### config.mk
export PLATFORM = sky130hd
export DESIGN_NAME = identification_register_bank
export DESIGN_NICKNAME = d
export VERILOG_FILES = /design/src/hw/id_bank_pkg.sv /design/src/hw/init_status_if.sv /design/src/hw/boot_init_tracker.sv /design/src/hw/identification_register_bank.sv
export VERILOG_INCLUDE_DIRS = /design/src /design/src/hw
export SDC_FILE = /design/constraint.sdc
export NUM_CORES = 1
export LEC_CHECK = 0
export BUFFER_PORTS_ARGS = -buffer_cell sky130_fd_sc_hd__buf_2
export CORE_MARGIN = 1.5
export CORE_UTILIZATION = 35
export DETAILED_ROUTE_END_ITERATION = 8
export PLACE_DENSITY = 0.79
export SKIP_LAST_GASP = 1
export SLEW_MARGIN = 20
export SYNTH_ARGS = -nofsm -noshare
export SYNTH_HDL_FRONTEND = slang
export SYNTH_SLANG_ARGS = --single-unit
export TNS_END_PERCENT = 30
### constraint.sdc
create_clock -name ref_clk_in -period 1.3 [get_ports ref_clk_in]
set_input_delay 0.13 -clock ref_clk_in [delete_from_list [all_inputs] [get_ports ref_clk_in]]
set_output_delay 0.13 -clock ref_clk_in [all_outputs]
set_load 0.005 [all_outputs]
### src/hw/id_bank_regs.svh
`ifndef ID_BANK_REGS_SVH
`define ID_BANK_REGS_SVH

// avalon geometry
`define ID_ADDR_W 18
`define ID_DATA_W 32
`define ID_REG_W 16

// register indexes; byte address is four times the index
`define ID_IDX_PROG 16'hF078
`define ID_IDX_MEM 16'hF07A
`define ID_IDX_CHIP 16'hF07C
`define ID_IDX_MAKER 16'hF07E

// maker_identity fields
`define ID_MAKER_HI 15
`define ID_MAKER_LO 5
`define ID_MAKER_TAIL_HI 4
`define ID_MAKER_TAIL_LO 0

// chip_identity fields
`define ID_CHIP_HI 15
`define ID_CHIP_LO 4
`define ID_REV_HI 3
`define ID_REV_LO 0

// memory_descriptor fields and codes
`define ID_MEMKIND_HI 15
`define ID_MEMKIND_LO 12
`define ID_MEMCAP_HI 11
`define ID_MEMCAP_LO 0
`define ID_INIT_FLAG_HI 15
`define ID_INIT_FLAG_LO 14
`define ID_MEMKIND_NONE 4'h0
`define ID_MEMKIND_MROM 4'h1
`define ID_MEMKIND_STD 4'h2
`define ID_MEMKIND_HPF 4'h3
`define ID_MEMKIND_BUSY 4'hF
`define ID_MEMCAP_CODE 12'h0D0
`define ID_KB_PER_UNIT 4
`define ID_MEM_FINAL 16'h30D0
`define ID_MEM_PRE_INIT 16'hF0D0

// programming_voltage_info fields and codes
`define ID_VPP_HI 15
`define ID_VPP_LO 8
`define ID_VDD_HI 7
`define ID_VDD_LO 0
`define ID_VPP_NONE 8'h00
`define ID_VDD_5V 8'h40
`define ID_VDD_SCALE 20
`define ID_VDD_DIV 256
`define ID_PROG_VALUE 16'h0040

`endif

### src/hw/id_bank_pkg.sv
package id_bank_pkg;

   typedef enum logic [1:0] {
      PH_IDLE = 2'b01,
      PH_ACK = 2'b10
   } access_phase_t;

   typedef struct packed {
      access_phase_t phase;
      logic [31:0] rdata;
   } bank_state_t;

   typedef struct packed {
      logic ea_s1;
      logic ea_s2;
      logic strap_taken;
      logic boot_internal;
      logic flash_done;
   } tracker_state_t;

endpackage

### src/hw/init_status_if.sv
`timescale 1ns/10ps
interface init_status_if;
   logic flash_ready;
   logic boot_internal;
   modport tracker (output flash_ready, output boot_internal);
   modport bank (input flash_ready, input boot_internal);
endinterface

### src/hw/boot_init_tracker.sv
`timescale 1ns/10ps
module boot_init_tracker (
   // clock and reset
   input wire logic ref_clk_in,
   input wire logic sys_rst_in,
   // pin and flash controller
   input wire logic external_access_pin_in,
   input wire logic flash_init_done_in,
   // status toward the bank
   init_status_if.tracker stat
);
   id_bank_pkg::tracker_state_t st_r;
   id_bank_pkg::tracker_state_t st_nxt;

   always_comb begin
      st_nxt = st_r;
      // the pin is asynchronous; the synchroniser runs even in reset so the
      // strap level is already settled when reset releases
      st_nxt.ea_s1 = external_access_pin_in;
      st_nxt.ea_s2 = st_r.ea_s1;
      if (sys_rst_in) begin
         st_nxt.strap_taken = 1'b0;
         st_nxt.boot_internal = 1'b0;
         st_nxt.flash_done = 1'b0;
      end else begin
         if (!st_r.strap_taken) begin
            st_nxt.strap_taken = 1'b1;
            st_nxt.boot_internal = st_r.ea_s2;
         end
         if (flash_init_done_in) begin
            st_nxt.flash_done = 1'b1;
         end
      end
   end

   always_ff @(posedge ref_clk_in) begin
      st_r <= st_nxt;
   end

   // internal boot means flash is already initialised
   assign stat.boot_internal = st_r.strap_taken ? st_r.boot_internal : st_r.ea_s2;
   assign stat.flash_ready = st_r.flash_done | stat.boot_internal;
endmodule

### src/hw/identification_register_bank.sv
// Design decision made here: the Avalon-MM register port.
`timescale 1ns/10ps
`include "id_bank_regs.svh"
module identification_register_bank #(
   parameter logic [10:0] MAKER_CODE = 11'h055, // arbitrary value
   parameter logic [4:0] MAKER_TAIL = 5'h01, // arbitrary value
   parameter logic [11:0] CHIP_CODE = 12'h5A1, // arbitrary value
   parameter logic [3:0] SILICON_REV = 4'h1, // arbitrary value
   parameter int MEM_SIZE_KB = 832
) (
   // clock and reset
   input wire logic ref_clk_in,
   input wire logic sys_rst_in,
   // avalon-mm slave
   input wire logic [`ID_ADDR_W-1:0] avs_address_in,
   input wire logic avs_read_in,
   input wire logic avs_write_in,
   input wire logic [`ID_DATA_W-1:0] avs_writedata_in,
   output logic [`ID_DATA_W-1:0] avs_readdata_out,
   output logic avs_waitrequest_out,
   // boot strap and flash controller
   input wire logic external_access_pin_in,
   input wire logic flash_init_done_in,
   // status
   output logic flash_ready_out
);

   localparam logic [11:0] CAP_FIELD = 12'(MEM_SIZE_KB / `ID_KB_PER_UNIT);

   generate
      if ((MEM_SIZE_KB % `ID_KB_PER_UNIT) != 0 ||
          MEM_SIZE_KB / `ID_KB_PER_UNIT > 4095 || MEM_SIZE_KB < 0) begin : g_bad_size
         $error("memory size must be a multiple of four kilobytes below 16 MB");
      end
   endgenerate

   init_status_if stat_if ();

   boot_init_tracker u_tracker (
      .ref_clk_in(ref_clk_in),
      .sys_rst_in(sys_rst_in),
      .external_access_pin_in(external_access_pin_in),
      .flash_init_done_in(flash_init_done_in),
      .stat(stat_if.tracker)
   );

   id_bank_pkg::bank_state_t st_r;
   id_bank_pkg::bank_state_t st_nxt;

   // register images, fixed apart from the memory_descriptor kind nibble
   logic [`ID_REG_W-1:0] maker_identity;
   logic [`ID_REG_W-1:0] chip_identity;
   logic [`ID_REG_W-1:0] memory_descriptor;
   logic [`ID_REG_W-1:0] programming_voltage_info;
   logic [3:0] memory_kind_field;
   logic [`ID_ADDR_W-1:0] idx_addr;
   logic [`ID_ADDR_W-3:0] word_idx;
   logic hit_prog;
   logic hit_mem;
   logic hit_chip;
   logic hit_maker;
   logic req;
   logic [`ID_REG_W-1:0] sel_data;

   always_comb begin
      maker_identity = '0;
      maker_identity[`ID_MAKER_HI:`ID_MAKER_LO] = MAKER_CODE;
      maker_identity[`ID_MAKER_TAIL_HI:`ID_MAKER_TAIL_LO] = MAKER_TAIL;
   end

   always_comb begin
      chip_identity = '0;
      chip_identity[`ID_CHIP_HI:`ID_CHIP_LO] = CHIP_CODE;
      chip_identity[`ID_REV_HI:`ID_REV_LO] = SILICON_REV;
   end

   // the kind nibble doubles as the busy indicator: while flash is still
   // initialising it reads all ones, which sets bits 15 and 14
   assign memory_kind_field = stat_if.flash_ready ? `ID_MEMKIND_HPF
                                                  : `ID_MEMKIND_BUSY;

   always_comb begin
      memory_descriptor = '0;
      memory_descriptor[`ID_MEMKIND_HI:`ID_MEMKIND_LO] = memory_kind_field;
      memory_descriptor[`ID_MEMCAP_HI:`ID_MEMCAP_LO] = CAP_FIELD;
   end

   // voltage word is the same before and after init
   always_comb begin
      programming_voltage_info = '0;
      programming_voltage_info[`ID_VPP_HI:`ID_VPP_LO] = `ID_VPP_NONE;
      programming_voltage_info[`ID_VDD_HI:`ID_VDD_LO] = `ID_VDD_5V;
   end

   // address decode: low two bits must be zero, word index must match
   assign word_idx = avs_address_in[`ID_ADDR_W-1:2];
   assign idx_addr = avs_address_in;
   assign hit_prog = (word_idx == `ID_IDX_PROG) && (idx_addr[1:0] == 2'b00);
   assign hit_mem = (word_idx == `ID_IDX_MEM) && (idx_addr[1:0] == 2'b00);
   assign hit_chip = (word_idx == `ID_IDX_CHIP) && (idx_addr[1:0] == 2'b00);
   assign hit_maker = (word_idx == `ID_IDX_MAKER) && (idx_addr[1:0] == 2'b00);

   always_comb begin
      case (1'b1)
         hit_prog: begin
            sel_data = programming_voltage_info;
         end
         hit_mem: begin
            sel_data = memory_descriptor;
         end
         hit_chip: begin
            sel_data = chip_identity;
         end
         hit_maker: begin
            sel_data = maker_identity;
         end
         default: begin
            sel_data = '0;
         end
      endcase
   end

   assign req = avs_read_in | avs_write_in;

   // one wait cycle per access keeps readdata registered
   always_comb begin
      st_nxt = st_r;
      if (sys_rst_in) begin
         st_nxt.phase = id_bank_pkg::PH_IDLE;
         st_nxt.rdata = '0;
      end else begin
         case (st_r.phase)
            id_bank_pkg::PH_IDLE: begin
               if (req) begin
                  st_nxt.phase = id_bank_pkg::PH_ACK;
               end
               // writes never load anything; the bank has no storage
               if (avs_read_in) begin
                  st_nxt.rdata = {16'h0000, sel_data};
               end
            end
            id_bank_pkg::PH_ACK: begin
               st_nxt.phase = id_bank_pkg::PH_IDLE;
            end
            default: begin
               st_nxt.phase = id_bank_pkg::PH_IDLE;
            end
         endcase
      end
   end

   always_ff @(posedge ref_clk_in) begin
      st_r <= st_nxt;
   end

   assign avs_waitrequest_out = req && (st_r.phase != id_bank_pkg::PH_ACK);
   assign avs_readdata_out = st_r.rdata;
   assign flash_ready_out = stat_if.flash_ready;

   logic rd_done;
   logic wr_done;
   logic [`ID_REG_W-1:0] rd_word;
   assign rd_done = avs_read_in && !avs_waitrequest_out;
   assign wr_done = avs_write_in && !avs_waitrequest_out;
   assign rd_word = avs_readdata_out[`ID_REG_W-1:0];
endmodule

==> impl_metrics.toml, run 1 <==
[clock_network]
cts_tree = "yes"
cts_buffer_depth = 2
clkLatencyLatePin_ps = 280
cts_sinks = 15
ctsRootBufferMaster = "clkbuf_4"
clk_pin_slew_ps = 90
numCtsBuffers = 3
htreeDepth = 1

[finish]
nNetsFinal = 186
final_cell_count_no_fill = 159
drive_gt1_share_pct = 45.0
final_util_pct = 42.3
num_antenna_cells = 0
area_delta_synth_final_pct = 14.8

[synthesis]
syn_area_per_cell_sq_um = 9.42
synth_seq_cells = 15
synth-simple-area-share_pct = 23.5
synth_compound_area_share_pct = 12.3
yosys.area_share.adder_pct = 0
synth_top_area_cell = "dfxtp_1"
synth-edff-count = 0
synthMuxAreaShare_pct = 1.11
syn_inst = 96
yosysSeqAreaShare_pct = 33.2
yosysTopAreaCellShare_pct = 33.2
ys_types = 25
synthTopCellsByCount = "buf_4, dfxtp_1, nand3_1"
synth_xor_area_share_pct = 0
synth-async-reset-ratio_pct = 0
synth_top_family_by_area = "buffers and inverters"
synth_area_sq_um = 905
ys.flop_type = "dfxtp_1"
yosysWarnings = 0
post-synth-top-count-cell = "buf_4"
synth_area_leaders = "dfxtp_1, buf_4, o41ai_2, nand3_1, nand4bb_4"

[timing]
fin_tns_setup_ps = 0
grt_setup_unrepaired = "true"
slew_violations = 0
hold_ws_ps = 64.3
hold_viol_final = 0
fin_crit_ps = 1270
max_freq_mhz = 790
timing.final.crit_share_pct = 97.3
skew_ps = 5.29
setup_viol = 0

[power]
irDropWorstVdd_uv = 484
p_per_area_nw_per_um2 = 864
total_power_uw = 897
leakage_nw = 0.542

[placement]
place_inst = 151
port_buffers = 36
gp_congestion = 0.739
hpwl_mm = 1.24

[setup_path]
crit_end = "avs_readdata_out[15]"
worst-r2r-setup-slack_ps = 30
critPathKind = "flop to flop"
crit_path_start_kind = "flop"
r2r.worst_path.cells = 3
cp-end-kind = "flop"
worst_ep_required_time_ps = 1490
cp.arrival_ps = 1460
r2r_start = "st_r[33]"
timing.critical_path.from = "st_r[33]"
rr_endpoint = "avs_readdata_out[15]"
path_max_fanout = 5

[global_route]
grt_antenna_before_repair = 0
grt.total_usage_pct = 10.7
grt_first_pass_wirelength_mm = 2.24
grt_max_degree = 12
grt_pass1_vias = 555
grt-ovfl-total = 0

[drt]
dr.pass1.iters = 4
detail_route.wl_per_cell_microns = 9.70
drt_iter0_drc = 14
wl_mm = 1.54
drc = 0
ant_nets = 0
routed_via_density = 4.28
dr_total_vias = 680

[floorplan]
core_area_sq_um = 2450
die_w_microns = 53.8
die-area_sq_um = 2900
pin_count = 90
die_h_microns = 53.8
rows = 18
start_util_pct = 36.9

[job]
drv_cap = 0

[run_status]
outcome = "completed"

[min_path]
hold_path.class = "input pin to flop"
## sequential cells by signal, indices dropped and copies added (netlist names)
signal / cells
avs_readdata_out: 8
st_r: 2
u_tracker.st_nxt: 1
u_tracker.st_r: 4
## placed cells by master (no fill, tap or decap)
cell type / instances
a211o_1: 1
a21o_1: 1
a21oi_1: 1
and3_1: 1
buf_2: 36
buf_4: 6
clkbuf_4: 3
clkinv_2: 1
conb_1: 21
dfxtp_1: 14
dfxtp_2: 1
dlygate4sd3_1: 1
inv_1: 4
inv_2: 1
mux2i_1: 1
nand2_1: 2
nand2b_1: 4
nand3_1: 8
nand3b_1: 2
nand4_4: 1
nand4b_1: 1
nand4bb_4: 1
nor2_1: 4
nor2_2: 2
nor4_4: 1
o21ai_1: 2
o31ai_1: 1
o31ai_2: 1
o41ai_2: 4
or3_1: 2
## per-stage QoR
step	area [sq um]	worst slack, ps
3_3_place_gp	972	-16.2
4_1_cts	1010	12.3
3_5_place_dp	972	-82.3
2_1_floorplan	980	147
6_report	1040	34.8
5_1_grt	1040	-79.6
## worst min-delay path by stage
stage	from	endpoint	slack (ps)	cells after the start
2_1_floorplan	external_access_pin_in	u_tracker.st_nxt[3]	160	0
3_3_place_gp	external_access_pin_in	u_tracker.st_nxt[3]	240	1
3_5_place_dp	external_access_pin_in	u_tracker.st_nxt[3]	240	1
4_1_cts	flash_init_done_in	u_tracker.st_r[0]	60	3
5_1_grt	flash_init_done_in	u_tracker.st_r[0]	90	3
6_report	flash_init_done_in	u_tracker.st_r[0]	60	3
## critical path, cell delays in order (launching register included)
cell and delay, ps:
dfxtp_1 320, nand3b_1 240, or3_1 390, o31ai_2 230
## power by group
group	internal, mW	leakage (nW)	switching (mW)
Clock	0.114	0.0177	0.144
Sequential	0.474	0.123	0.00634
Combinational	0.0748	0.401	0.0836
## layout make-up
type | instances | area (sq um)
Fill cell | 249 | 1420
Multi-Input combinational cell | 62 | 418
Sequential cell | 15 | 302
Timing Repair Buffer | 43 | 235
Tap cell | 30 | 37.5
Clock buffer | 3 | 22.5
Inverter | 5 | 18.8
Clock inverter | 1 | 5.00
## cell families after synthesis
family,after synthesis
AOI/OAI and AO/OA,11
buffers and inverters,39
DFF,15
muxes,1
other,1
and+or+nand+nor,29
## what timing repair did
item,4_1_cts,5_1_grt
setup endpoints to repair,0,3
resized for setup,0,2
hold buffers,1,0
setup buffers,0,3
hold endpoints to repair,1,0
## metal layers
metal	global-route usage [%]	wire length, microns	vias to the layer above
met3	2.78	89	0
met2	18.7	892	24
li1	-	-	339
met4	5.13	0	0
met1	11.9	561	317
met5	0	0	-
(Power assumes the default switching activity.)
==> inputs of run 2 (changes only) <==
ABC_AREA = 1   (was default)
CORE_UTILIZATION = 36   (was 35)
GPL_ROUTABILITY_DRIVEN = 0   (was default)
SLEW_MARGIN = default   (was 20)
==> run 2 against run 1 <==
  * Critical path depth grew 1
  * Register-to-register slack gained 250 ps
  * Fmax is 11% higher
  * Worst setup slack improved by 130 ps
  * Wire length down 1.6%
==> impl_metrics.toml, run 2 <==
[floorplan]
start_util_pct = 38.3
die-area_sq_um = 2950
die_w_microns = 54.3
pin_count = 90
die_h_microns = 54.3
rows = 18
core_area_sq_um = 2480

[synthesis]
yosysTopAreaCellShare_pct = 31.7
syn_inst = 132
ys_types = 19
yosysSeqAreaShare_pct = 31.7
synth_seq_cells = 15
synth_top_area_cell = "dfxtp_1"
synth-edff-count = 0
yosysWarnings = 0
synth_area_leaders = "dfxtp_1, buf_4, nand2_1, inv_1, nor2_1"
post-synth-top-count-cell = "buf_4"
synth-async-reset-ratio_pct = 0
syn_area_per_cell_sq_um = 7.18
synth_area_sq_um = 948
ys.flop_type = "dfxtp_1"
synthTopCellsByCount = "buf_4, nand2_1, dfxtp_1"

[finish]
final_cell_count_no_fill = 191
final_cell_mix = "buf_2, nand2_1, conb_1"
drive_gt1_share_pct = 32.9
num_antenna_cells = 0
fillers = 289
largest_reg_flops = 8
layout_commonest_cell = "buf_2"
nNetsFinal = 218
final_util_pct = 42.0
finalInstanceArea_sq_um = 1040
area_delta_synth_final_pct = 9.76

[clock_network]
clkLatencyLatePin_ps = 270
cts_tree = "yes"
numCtsBuffers = 3
clk_pin_slew_ps = 90
cts_sinks = 15
cts_buffer_depth = 2
ctsRootBufferMaster = "clkbuf_4"
cts_resized = 0
htreeDepth = 1

[setup_path]
critPathKind = "flop to primary output"
cp.arrival_ps = 1010
crit_chain = "inv_1 > nand2_1 > nand3b_1 > buf_2"
worst_ep_required_time_ps = 1170
crit_path_start_kind = "flop"
max_stage_delay_ps = 340
cp-end-kind = "primary output"
r2r.worst_path.cells = 6
path_max_fanout = 3
slowest_stage = "dfxtp_1"

[timing]
setup_viol = 0
grt_setup_unrepaired = "false"
timing.final.crit_share_pct = 87.3
hold_viol_final = 0
max_freq_mhz = 881
fin_crit_ps = 1140
slew_violations = 0
skew_ps = 1.02
fin_tns_setup_ps = 0

[global_route]
grt_max_degree = 12
grt.total_usage_pct = 12.1
grt-ovfl-total = 0
grt_pass1_vias = 663
grt_first_pass_wirelength_mm = 2.64
grt_antenna_before_repair = 0

[power]
total_power_uw = 882
irDropWorstVdd_uv = 516
leakage_nw = 0.573
p_per_area_nw_per_um2 = 847

[placement]
place_inst = 186
placed_area_sq_um = 1000
hpwl_mm = 1.24
port_buffers = 36

[min_path]
worstHoldPathCells = 3
hold_path.class = "input pin to flop"

[drt]
ant_nets = 0
dr.pass1.iters = 3
routed_via_density = 4.04
drt_iter0_drc = 6
dr_total_vias = 771
drc = 0
wl_mm = 1.52
detail_route.wl_per_cell_microns = 7.95

[run_status]
outcome = "completed"

[job]
drv_cap = 0
-- run 2: power breakdown --
part           internal, mW  switching (mW)  leakage, nW
clock                 0.114           0.142       0.0177
sequential            0.477         0.00621        0.123
combinational        0.0579          0.0854        0.432
total                 0.649           0.234        0.573
-- run 2: cell type report --
type / instances / area [sq um] / area share [%]
clock buffer: 3 / 22.5 / 2.16
tap: 30 / 37.5 / 3.61
timing repair buffer: 38 / 198 / 19.0
clock inverter: 1 / 5.00 / 0.481
inverter: 15 / 56.3 / 5.41
multi-input combinational: 89 / 422 / 40.5
sequential: 15 / 300 / 28.8
-- run 2: cells by family after synthesis --
group           share of synthesized area, %
compound gates                          6.73
buf+inv                                 31.8
flops                                   31.7
other cells                            0.395
simple gates                            29.4
-- run 2: path summary, 6_finish.rpt --
path / slack (ps) / start / to
min reg2reg: 340 / u_tracker.st_nxt[3] / u_tracker.st_r[3]
max: 160 / u_tracker.st_r[2] / flash_ready_out
max reg2reg: 280 / st_r[32] / avs_readdata_out[13]
min: 50 / flash_init_done_in / u_tracker.st_r[0]
-- run 2: metal layers --
metal  track usage, %  vias up  routed length [microns]
met5                0        -                        0
met4             6.25        0                       19
met2             20.9       31                      753
met1             14.3      325                      616
met3             1.91        2                      128
li1                 -      413                        -
-- run 2: timing repair --
item	CTS	global route
endpoints found under the hold margin	1	0
buffers inserted	0	0
hold buffers	1	0
-- run 2: critical path: cells and delay by family, from the launching register on --
kind,cells,cell delay [ps]
AND/OR/NAND/NOR,2,200
flip-flops,1,340
buffers and inverters,2,200
-- run 2: per-stage QoR --
stage / setup WS [ps] / hold WS, ps
final: 165 / 52.0
after global routing: 53.4 / 71.6
after CTS: 146 / 48.4
after detailed placement: 210 / 239
after global placement: 227 / 233
after floorplan: 324 / 158
==> inputs of run 3 (changes only) <==
CELL_PAD_IN_SITES_DETAIL_PLACEMENT = 1   (was default)
CELL_PAD_IN_SITES_GLOBAL_PLACEMENT = 2   (was default)
CORE_UTILIZATION = 17   (was 36)
PLACE_DENSITY = default   (was 0.79)
PLACE_DENSITY_LB_ADDON = 0.1   (was default)
SYNTH_HIERARCHICAL = 1   (was default)
==> run 3 against run 2 <==
  * Non-clock buffer count stayed put
  * Register-to-register slack worse by 70 ps
  * Power is 15% higher
  * Global-route usage is 5.2 points lower
==> impl_metrics.toml, run 3 <==
[timing]
hold_ws_ps = 98.9
fin_tns_setup_ps = 0
fin_crit_ps = 1110
setup_viol = 0
max_freq_mhz = 903
skew_ps = 5.06
hold_viol_final = 0
timing.final.crit_share_pct = 85.2
slew_violations = 0
grt_setup_unrepaired = "false"

[setup_path]
worst_ep_required_time_ps = 1170
critPathKind = "flop to primary output"
path_max_fanout = 3
crit_path_start_kind = "flop"
r2r.worst_path.cells = 6
timing.critical_path.from = "u_tracker/st_r[2]"
cp-end-kind = "primary output"
rr_endpoint = "avs_readdata_out[5]"
cp.arrival_ps = 980
worst-r2r-setup-slack_ps = 210
r2r_start = "st_r[32]"
crit_end = "flash_ready_out"

[finish]
drive_gt1_share_pct = 34.3
final_cell_count_no_fill = 238
area_delta_synth_final_pct = 16.8
num_antenna_cells = 0
nNetsFinal = 223
layout_commonest_cell = "buf_2"
largest_reg_flops = 8
final_cell_mix = "buf_2, nand2_1, conb_1"

[placement]
port_buffers = 36
hpwl_mm = 1.75
place_inst = 233

[drt]
routed_via_density = 3.34
detail_route.wl_per_cell_microns = 8.62
dr_total_vias = 796
drt_iter0_drc = 21
drc = 0
dr.pass1.iters = 4
wl_mm = 2.05
ant_nets = 0

[power]
p_per_area_nw_per_um2 = 883
irDropWorstVdd_uv = 187
leakage_nw = 0.599

[clock_network]
numCtsBuffers = 3
cts_resized = 0
cts_buffer_depth = 2
clk_pin_slew_ps = 60
htreeDepth = 1
cts_sinks = 15
clkLatencyLatePin_ps = 240
cts_tree = "yes"
ctsRootBufferMaster = "clkbuf_8"

[floorplan]
die-area_sq_um = 6230
start_util_pct = 17.7
rows = 27
core_area_sq_um = 5540
pin_count = 90
die_w_microns = 79.0
die_h_microns = 79.0

[synthesis]
syn_inst = 137
syn_area_per_cell_sq_um = 7.16
yosysWarnings = 6
synth_area_sq_um = 981

[global_route]
grt.total_usage_pct = 6.92
grt_first_pass_wirelength_mm = 3.34
grt_pass1_vias = 748
grt_antenna_before_repair = 0
grt-ovfl-total = 0
grt_max_degree = 13

[run_status]
outcome = "completed"

[job]
drv_cap = 0

[min_path]
hold_path.class = "input pin to flop"
run 3: cell types whose count changed in the layout (fill, tap and decap cells not counted), moves of 2 or more:
cell      delta
clkbuf_8     +3
nand2_2      +2
inv_1        +4
clkbuf_4     -3
run 3: worst min-delay path by stage:
stage,startpoint,endpoint,depth (start not counted)
after floorplan,external_access_pin_in,u_tracker/st_nxt[3],0
after global placement,external_access_pin_in,u_tracker/st_nxt[3],1
final,flash_init_done_in,u_tracker/st_r[0],3
after CTS,flash_init_done_in,u_tracker/st_r[0],3
after detailed placement,external_access_pin_in,u_tracker/st_nxt[3],1
after global routing,flash_init_done_in,u_tracker/st_r[0],3
run 3: worst max-delay path, stage by stage, from the launching register on:
cell and delay, ps:
dfxtp_1 330, inv_1 40, nand2_1 70, nand2_2 60, nand2_1 110, buf_2 130
run 3: power by group:
group | internal (mW) | leakage, nW | switching [mW]
Combinational | 0.0593 | 0.450 | 0.0959
Clock | 0.212 | 0.0255 | 0.161
Sequential | 0.478 | 0.123 | 0.00613
run 3: timing repair:
item	4_1_cts	5_1_grt
hold endpoints to repair	1	0
buffers inserted	0	0
hold buffers	1	0
run 3: final cells by class:
type,instances,area [sq um]
clock buffers,3,41.3
clock inverters,1,5.00
fillers,709,4390
inverters,19,71.3
multi-input cells,90,440
flip-flops and latches,15,300
well taps,72,90.1
repair buffers,38,198
run 3: layer usage:
layer,GRT usage [%],wire length [microns]
met3,1.38,151
met2,10.6,881
met4,4.21,24
met5,0,0
met1,8.90,994
run 3: stage by stage:
step	instance area [sq um]	utilization (%)	setup WS [ps]	total power [mW]
after floorplan	1060	-	322	0.628
after CTS	1150	20.7	163	1.03
after global placement	1090	19.7	168	0.647
after detailed placement	1090	19.7	157	0.650
final	1150	20.7	192	1.01
after global routing	1150	20.7	35.2	1.08
